$ cat src/ebcr_defines.vh
`ifndef EBCR_DEFINES_VH
`define EBCR_DEFINES_VH

`define EBCR_ADDR_MAG 8'h06
`define EBCR_ADDR_ROUTE 8'h07
`define EBCR_ADDR_BIAS 8'h08
`define EBCR_ADDR_SYSCTL 8'h09

`define EBCR_RST_MAG 8'h00
`define EBCR_RST_ROUTE 8'hff
`define EBCR_RST_BIAS 8'h00
`define EBCR_RST_SYSCTL 8'h10

`define EBCR_MAG_WMASK 8'hcf
`define EBCR_BIT_RAIL 7
`define EBCR_BIT_SWITCH 6
`define EBCR_BIT_LEVEL 7
`define EBCR_FULL_WMASK 8'hff
`define EBCR_MAG_CODE_MSB 3
`define EBCR_MAG_CODE_LSB 0
`define EBCR_ROUTE_TWO_MSB 7
`define EBCR_ROUTE_TWO_LSB 4
`define EBCR_ROUTE_ONE_MSB 3
`define EBCR_ROUTE_ONE_LSB 0
`define EBCR_BIAS_PINS_MSB 6
`define EBCR_BIAS_PINS_LSB 0

`define EBCR_CODE_DISC 4'hf
`define EBCR_CODE_COMMON 4'hc
`define EBCR_CODE_LAST_AIN 4'hb
`define EBCR_CODE_FIRST_WIDE 4'h8
`define EBCR_CODE_REF_POS 4'h6
`define EBCR_CODE_REF_NEG 4'h7

`endif

$ cat src/ebcr_reg8.v
`timescale 1ns/1ns
`default_nettype none
module ebcr_reg8 #(
  parameter [7:0] RESET_VALUE = 8'h00,
  parameter [7:0] WRITE_MASK = 8'hff
) (
  input wire ref_clk_in,
  input wire reset_in,
  input wire wr_in,
  input wire [7:0] data_in,
  output reg [7:0] value_out
);
  // Bits outside the write mask hold their reset value forever.
  always @(posedge ref_clk_in or posedge reset_in) begin
    if (reset_in) begin
      value_out <= RESET_VALUE;
    end else if (wr_in) begin
      value_out <= (data_in & WRITE_MASK) | (RESET_VALUE & ~WRITE_MASK);
    end
  end
endmodule
`default_nettype wire

$ cat src/ebcr_route_decode.v
`timescale 1ns/1ns
`default_nettype none
`include "ebcr_defines.vh"
module ebcr_route_decode (
  input wire [3:0] code_in,
  input wire six_input_in,
  output reg [12:0] pin_sel_out,
  output reg ref_pos_out,
  output reg ref_neg_out
);
  // One-hot pin select: bits 11:0 analog inputs, bit 12 common input.
  always @* begin
    pin_sel_out = 13'h0000;
    ref_pos_out = 1'b0;
    ref_neg_out = 1'b0;
    if (code_in == `EBCR_CODE_COMMON) begin
      pin_sel_out[12] = 1'b1;
    end else if (code_in <= `EBCR_CODE_LAST_AIN) begin
      if (six_input_in && code_in == `EBCR_CODE_REF_POS) begin
        ref_pos_out = 1'b1;
      end else if (six_input_in && code_in == `EBCR_CODE_REF_NEG) begin
        ref_neg_out = 1'b1;
      end else if (!(six_input_in && code_in >= `EBCR_CODE_FIRST_WIDE)) begin
        pin_sel_out[code_in] = 1'b1;
      end
    end
  end
endmodule
`default_nettype wire

$ cat src/ebcr_regs.v
// Contract
// Magnitude bit 7 enables rail monitor.
// Magnitude bit 6 closes low-side switch.
// Power-down forces the switch open.
// Magnitude bits 5:4 read zero, ignore writes.
// Magnitude bits 3:0 select excitation current.
// One magnitude drives both current sources.
// Routing bits 7:4 route source two.
// Routing bits 3:0 route source one.
// Six-input codes 6,7 select second reference.
// Routing register at 07h, reset ffh.
// Bias bit 7 selects bias level.
// Bias generator off with no pins.
// Bias bits 6:0 connect common, inputs.
// Any bias pin combination is allowed.
// Bias register at 08h, reset 00h.
// System control at 09h, reset 10h.
// Magnitude register at 06h, reset 00h.
// Software enables reference before current sources.
`timescale 1ns/1ns
`default_nettype none
`include "ebcr_defines.vh"
module ebcr_regs #(
  parameter SIX_INPUT = 0
) (
  input wire ref_clk_in,
  input wire reset_in,
  input wire [7:0] addr_in,
  input wire [7:0] wdata_in,
  input wire wr_in,
  input wire rd_in,
  input wire power_down_in,
  output reg [7:0] rdata_out,
  output reg amp_rail_monitor_enable_out,
  output reg low_side_switch_close_out,
  output reg [3:0] source_one_magnitude_out,
  output reg [3:0] source_two_magnitude_out,
  output reg [12:0] source_one_pins_out,
  output reg [12:0] source_two_pins_out,
  output reg [1:0] source_one_ref_out,
  output reg [1:0] source_two_ref_out,
  output reg bias_level_select_out,
  output reg bias_generator_enable_out,
  output reg [6:0] bias_pins_out,
  output reg [7:0] system_control_out
);
  wire [7:0] mag_value;
  wire [7:0] route_value;
  wire [7:0] bias_value;
  wire [7:0] sys_value;
  wire [12:0] one_sel;
  wire [12:0] two_sel;
  wire one_rp;
  wire one_rn;
  wire two_rp;
  wire two_rn;
  wire wr_mag;
  wire wr_route;
  wire wr_bias;
  wire wr_sys;
  wire [3:0] route_one_code;
  wire [3:0] route_two_code;
  wire rail_bit;
  wire switch_bit;
  wire [3:0] mag_code;
  wire [7:0] mag_read;
  wire switch_close_next;
  wire level_bit;
  wire [6:0] bias_pin_bits;
  wire bias_any;
  reg pd_meta_reg;
  reg pd_sync_reg;
  reg [7:0] rdata_next;

  // Each register sees a write only when its own address is on the bus.
  assign wr_mag = wr_in && (addr_in == `EBCR_ADDR_MAG);
  assign wr_route = wr_in && (addr_in == `EBCR_ADDR_ROUTE);
  assign wr_bias = wr_in && (addr_in == `EBCR_ADDR_BIAS);
  assign wr_sys = wr_in && (addr_in == `EBCR_ADDR_SYSCTL);

  ebcr_reg8 #(.RESET_VALUE(`EBCR_RST_MAG), .WRITE_MASK(`EBCR_MAG_WMASK)) u_mag (
    .ref_clk_in(ref_clk_in),
    .reset_in(reset_in),
    .wr_in(wr_mag),
    .data_in(wdata_in),
    .value_out(mag_value)
  );
  ebcr_reg8 #(.RESET_VALUE(`EBCR_RST_ROUTE), .WRITE_MASK(`EBCR_FULL_WMASK)) u_route (
    .ref_clk_in(ref_clk_in),
    .reset_in(reset_in),
    .wr_in(wr_route),
    .data_in(wdata_in),
    .value_out(route_value)
  );
  ebcr_reg8 #(.RESET_VALUE(`EBCR_RST_BIAS), .WRITE_MASK(`EBCR_FULL_WMASK)) u_bias (
    .ref_clk_in(ref_clk_in),
    .reset_in(reset_in),
    .wr_in(wr_bias),
    .data_in(wdata_in),
    .value_out(bias_value)
  );
  ebcr_reg8 #(.RESET_VALUE(`EBCR_RST_SYSCTL), .WRITE_MASK(`EBCR_FULL_WMASK)) u_sys (
    .ref_clk_in(ref_clk_in),
    .reset_in(reset_in),
    .wr_in(wr_sys),
    .data_in(wdata_in),
    .value_out(sys_value)
  );

  // Field views of the stored registers.
  assign route_two_code = route_value[`EBCR_ROUTE_TWO_MSB:`EBCR_ROUTE_TWO_LSB];
  assign route_one_code = route_value[`EBCR_ROUTE_ONE_MSB:`EBCR_ROUTE_ONE_LSB];
  assign rail_bit = mag_value[`EBCR_BIT_RAIL];
  assign switch_bit = mag_value[`EBCR_BIT_SWITCH];
  assign mag_code = mag_value[`EBCR_MAG_CODE_MSB:`EBCR_MAG_CODE_LSB];
  assign level_bit = bias_value[`EBCR_BIT_LEVEL];
  assign bias_pin_bits = bias_value[`EBCR_BIAS_PINS_MSB:`EBCR_BIAS_PINS_LSB];

  ebcr_route_decode u_dec_two (
    .code_in(route_two_code),
    .six_input_in(SIX_INPUT != 0),
    .pin_sel_out(two_sel),
    .ref_pos_out(two_rp),
    .ref_neg_out(two_rn)
  );
  ebcr_route_decode u_dec_one (
    .code_in(route_one_code),
    .six_input_in(SIX_INPUT != 0),
    .pin_sel_out(one_sel),
    .ref_pos_out(one_rp),
    .ref_neg_out(one_rn)
  );

  // Power-down comes from another part of the converter, so it passes two flip-flops first.
  // The price is latency: the switch opens on the third clock edge after power-down rises.
  always @(posedge ref_clk_in or posedge reset_in) begin
    if (reset_in) begin
      pd_meta_reg <= 1'b0;
    end else begin
      pd_meta_reg <= power_down_in;
    end
  end

  always @(posedge ref_clk_in or posedge reset_in) begin
    if (reset_in) begin
      pd_sync_reg <= 1'b0;
    end else begin
      pd_sync_reg <= pd_meta_reg;
    end
  end

  // The switch may close only while the synchronised power-down level is low.
  assign switch_close_next = switch_bit && !pd_sync_reg; // see R2

  // The generator runs only while at least one pin takes the bias voltage.
  assign bias_any = |bias_pin_bits;

  // Reserved magnitude bits are masked again on the read path, so they read zero whatever the store holds.
  assign mag_read = mag_value & `EBCR_MAG_WMASK;

  // Unmapped addresses read as zero.
  always @* begin
    case (addr_in)
      `EBCR_ADDR_MAG: rdata_next = mag_read;
      `EBCR_ADDR_ROUTE: rdata_next = route_value;
      `EBCR_ADDR_BIAS: rdata_next = bias_value;
      `EBCR_ADDR_SYSCTL: rdata_next = sys_value;
      default: rdata_next = 8'h00;
    endcase
  end

  // Read data stand for one cycle after the strobe and are zero otherwise, so an idle bus reads as zero.
  always @(posedge ref_clk_in or posedge reset_in) begin
    if (reset_in) begin
      rdata_out <= 8'h00;
    end else if (rd_in) begin
      rdata_out <= rdata_next;
    end else begin
      rdata_out <= 8'h00;
    end
  end

  always @(posedge ref_clk_in or posedge reset_in) begin
    if (reset_in) begin
      amp_rail_monitor_enable_out <= 1'b0;
    end else begin
      amp_rail_monitor_enable_out <= rail_bit;
    end
  end

  always @(posedge ref_clk_in or posedge reset_in) begin
    if (reset_in) begin
      low_side_switch_close_out <= 1'b0;
    end else begin
      low_side_switch_close_out <= switch_close_next; // see R2
    end
  end

  // Codes above the listed range pass on unchanged; the current sources decide what they mean.
  always @(posedge ref_clk_in or posedge reset_in) begin
    if (reset_in) begin
      source_one_magnitude_out <= 4'h0;
    end else begin
      source_one_magnitude_out <= mag_code; // see R5
    end
  end

  always @(posedge ref_clk_in or posedge reset_in) begin
    if (reset_in) begin
      source_two_magnitude_out <= 4'h0;
    end else begin
      source_two_magnitude_out <= mag_code;
    end
  end

  always @(posedge ref_clk_in or posedge reset_in) begin
    if (reset_in) begin
      source_one_pins_out <= 13'h0000;
    end else begin
      source_one_pins_out <= one_sel;
    end
  end

  always @(posedge ref_clk_in or posedge reset_in) begin
    if (reset_in) begin
      source_two_pins_out <= 13'h0000;
    end else begin
      source_two_pins_out <= two_sel;
    end
  end

  // The reference selects can only rise on the six-input variant.
  always @(posedge ref_clk_in or posedge reset_in) begin
    if (reset_in) begin
      source_one_ref_out <= 2'b00;
    end else begin
      source_one_ref_out <= {one_rn, one_rp};
    end
  end

  always @(posedge ref_clk_in or posedge reset_in) begin
    if (reset_in) begin
      source_two_ref_out <= 2'b00;
    end else begin
      source_two_ref_out <= {two_rn, two_rp};
    end
  end

  always @(posedge ref_clk_in or posedge reset_in) begin
    if (reset_in) begin
      bias_level_select_out <= 1'b0;
    end else begin
      bias_level_select_out <= level_bit;
    end
  end

  always @(posedge ref_clk_in or posedge reset_in) begin
    if (reset_in) begin
      bias_generator_enable_out <= 1'b0;
    end else begin
      bias_generator_enable_out <= bias_any;
    end
  end

  // Any mix of pins may take the bias at once; nothing here limits the count.
  always @(posedge ref_clk_in or posedge reset_in) begin
    if (reset_in) begin
      bias_pins_out <= 7'h00;
    end else begin
      bias_pins_out <= bias_pin_bits; // see R13
    end
  end

  // System control is only stored here for the rest of the converter; none of its fields act in this block.
  always @(posedge ref_clk_in or posedge reset_in) begin
    if (reset_in) begin
      system_control_out <= `EBCR_RST_SYSCTL;
    end else begin
      system_control_out <= sys_value;
    end
  end
endmodule
`default_nettype wire

$ cat config.mk
export PLATFORM = sky130hd
export DESIGN_NAME = ebcr_regs
export DESIGN_NICKNAME = d
export VERILOG_FILES = /design/src/ebcr_reg8.v /design/src/ebcr_route_decode.v /design/src/ebcr_regs.v
export VERILOG_INCLUDE_DIRS = /design/src
export SDC_FILE = /design/constraint.sdc
export NUM_CORES = 1
export LEC_CHECK = 0
export ABC_CLOCK_PERIOD_IN_PS = 2000
export CELL_PAD_IN_SITES_DETAIL_PLACEMENT = 1
export CELL_PAD_IN_SITES_GLOBAL_PLACEMENT = 1
export CORE_MARGIN = 2
export CORE_UTILIZATION = 45
export CTS_BUF_LIST = sky130_fd_sc_hd__clkbuf_8 sky130_fd_sc_hd__clkbuf_16
export DETAILED_ROUTE_END_ITERATION = 7
export DONT_BUFFER_PORTS = 1
export GPL_TIMING_DRIVEN = 0
export PLACE_DENSITY_LB_ADDON = 0.2
export SLEW_MARGIN = 15
export SYNTH_ARGS = -nofsm -noshare
export SYNTH_HDL_FRONTEND = slang
export SYNTH_HIERARCHICAL = 1
export SYNTH_SLANG_ARGS = --single-unit
$ cat constraint.sdc
create_clock -name ref_clk_in -period 2 [get_ports ref_clk_in]
set_input_delay 0.4 -clock ref_clk_in [delete_from_list [all_inputs] [get_ports ref_clk_in]]
set_output_delay 0.4 -clock ref_clk_in [all_outputs]
set_load 0.005 [all_outputs]
==> flow_summary.yaml <==
outcome:
  outcome: "completed"
sta:
  finalSetupViolCount: 0
  fin_skew_ns: 0.00742
  worstMarginPinSlew_ns: 0.740
  finalHoldViolCount: 0
  max_freq_mhz: 683
  min_period_ns: 1.46
  rsz0062_at_grt: "no"
  fin_crit_sh: 0.732
  slew_headroom: 0.507
  worst_slack_ns: 0.536
  holdWs_ns: 0.0197
  slew_viol_final: 0
  tns_ns: 0
setup_path:
  critPathBufInv: 4
  worstSetupStartpoint: "addr_in[0]"
  reg2regPathDepth: 2
  arrival_ns: 1.71
  crit_top_cell: "buf_6"
  r2r_start: "u_route/value_out[7]"
  cpLargestDelayFamily: "buffers and inverters"
  slowest_stage: "mux2_4"
  slowest_delay_ns: 0.31
  rrSetupSlack_ns: 0.73
  worst_setup_path_end_kind: "flop"
  cp_cell_sequence: "buf_2 > buf_6 > inv_2 > nor3_1 > buf_6 > mux2_4"
  path_depth: 6
  required_ns: 2.24
  critPathLaunchType: "primary input"
  critical_path_class: "in2reg"
  critPathMaxFanout: 10
  timing.rr.end: "source_two_pins_out[9]"
layout:
  layout-drive-gt1-share: 0.295
  diodes: 0
  design_area_um2: 3870
  final_nets: 270
  areaGrowthSynthToFinish_pct: 10.7
  reg_top3: "source_one_pins_out (13), source_two_pins_out (13)"
place:
  port-buffer-count: 0
  pre_cts_ws_ns: 0.158
  gp_congestion: 0.746
  hpwl_mm: 4.81
  postPlaceCellArea_um2: 3650
power_and_ir_drop:
  total_power_mw: 3.47
  power_density_nw_per_um2: 897
  vdd_drop_max_mv: 0.401
  p_leak_nw: 1.84
yosys:
  synth_cells: 230
  syn_avg_cell_area_um2: 15.2
  yosysWarningCount: 6
  synth_area_um2: 3490
flow_run:
  maxCapViolCount: 0
route:
  ant_nets: 0
  drt_iter0_markers: 40
  avgRoutedWirePerCell_um: 19.3
  vias_per_cell: 5.12
  dr.pass1.iters: 3
  totalWireLength_mm: 6.87
  drc_errors: 0
  vias: 1822
clock_tree:
  cts_buffers: 9
  cts_max_path_buffers: 2
  cts.sinks: 93
  cts_tree: "built"
  cts_root_buf: "clkbuf_8"
  clkLatencyLatePin_ns: 0.35
  h-tree-depth: 3
  clkTransAtPathRegs_ns: 0.08
die:
  fp-row-count: 32
  dieArea_um2: 8480
  die_h_um: 92.1
  ioPinCount: 86
  die_w_um: 92.1
  initial_core_util: 0.459
  core_um2: 7610
grt:
  antenna_found_initial: 0
  grt_max_degree: 64
  grt_pass1_vias: 2008
  track_usage: 0.176
  grt_pass1_wl_mm: 11.1
  grt_overflow: 0
hold_path:
  hp-class: "in2async"
==> cells in the final DEF, fill, tap and decap left out <==
cell / n
or3b_1: 1
inv_4: 1
clkinv_2: 2
nand2b_1: 4
nor3b_1: 1
nor3_1: 19
inv_2: 1
mux2_1: 2
clkbuf_8: 11
and3b_1: 1
nand2_1: 7
inv_1: 4
buf_2: 1
mux2_4: 30
bufinv_16: 1
nand2b_2: 2
nor2b_1: 1
dlygate4sd3_1: 1
inv_6: 1
conb_1: 8
nor3_2: 2
o22a_1: 6
or3b_4: 2
dfstp_2: 10
nor4_1: 4
a32oi_1: 2
dfrtp_1: 83
buf_4: 4
clkinv_4: 1
mux2i_1: 12
buf_6: 6
nor2_1: 20
nand3b_1: 3
==> through the flow <==
stage          instances   util
2_1_floorplan        237      -
3_3_place_gp         339  0.479
3_5_place_dp         339  0.480
4_1_cts              356  0.508
5_1_grt              356  0.508
6_report             356  0.508
==> timing repair <==
| item | in CTS | in global routing |
|---|---|---|
| endpoints found under the hold margin | 21 | 0 |
| hold buffers | 1 | 0 |
| buffers inserted | 0 | 0 |
| resized for setup | 0 | 0 |
==> how the worst max path moves through the flow <==
stage	end	slack (ns)
after global placement	source_two_pins_out[5]	-0.59
after global routing	u_mag/value_out[6]	0.44
after CTS	u_sys/value_out[2]	0.54
after floorplan	amp_rail_monitor_enable_out	0.03
after detailed placement	u_sys/value_out[2]	0.16
final	u_sys/value_out[2]	0.54
==> final cells by class <==
type | instances | area [um^2]
Fill cell | 756 | 3740
Sequential cell | 93 | 2340
Multi-Input combinational cell | 127 | 1050
Clock buffer | 11 | 151
Tap cell | 102 | 128
Buffer | 11 | 103
Clock inverter | 5 | 57.6
Inverter | 6 | 25.0
Timing Repair Buffer | 1 | 10.0
==> power breakdown <==
part	total (mW)	leakage [nW]	switching, mW	internal [mW]
Sequential	2.02	1.24	0.0670	1.96
Combinational	0.167	0.485	0.0875	0.0796
Clock	1.28	0.110	0.629	0.648
Total	3.47	1.84	0.784	2.69
==> per-layer routing <==
metal / part of all wire / GRT usage / vias up
li1: - / - / 816
met1: 0.46 / 0.237 / 938
met2: 0.48 / 0.275 / 59
met3: 0.050 / 0.0509 / 9
met4: 0.013 / 0.0634 / 0
met5: 0 / 0 / -
No activity file was read; power rests on OpenSTA's default activity.
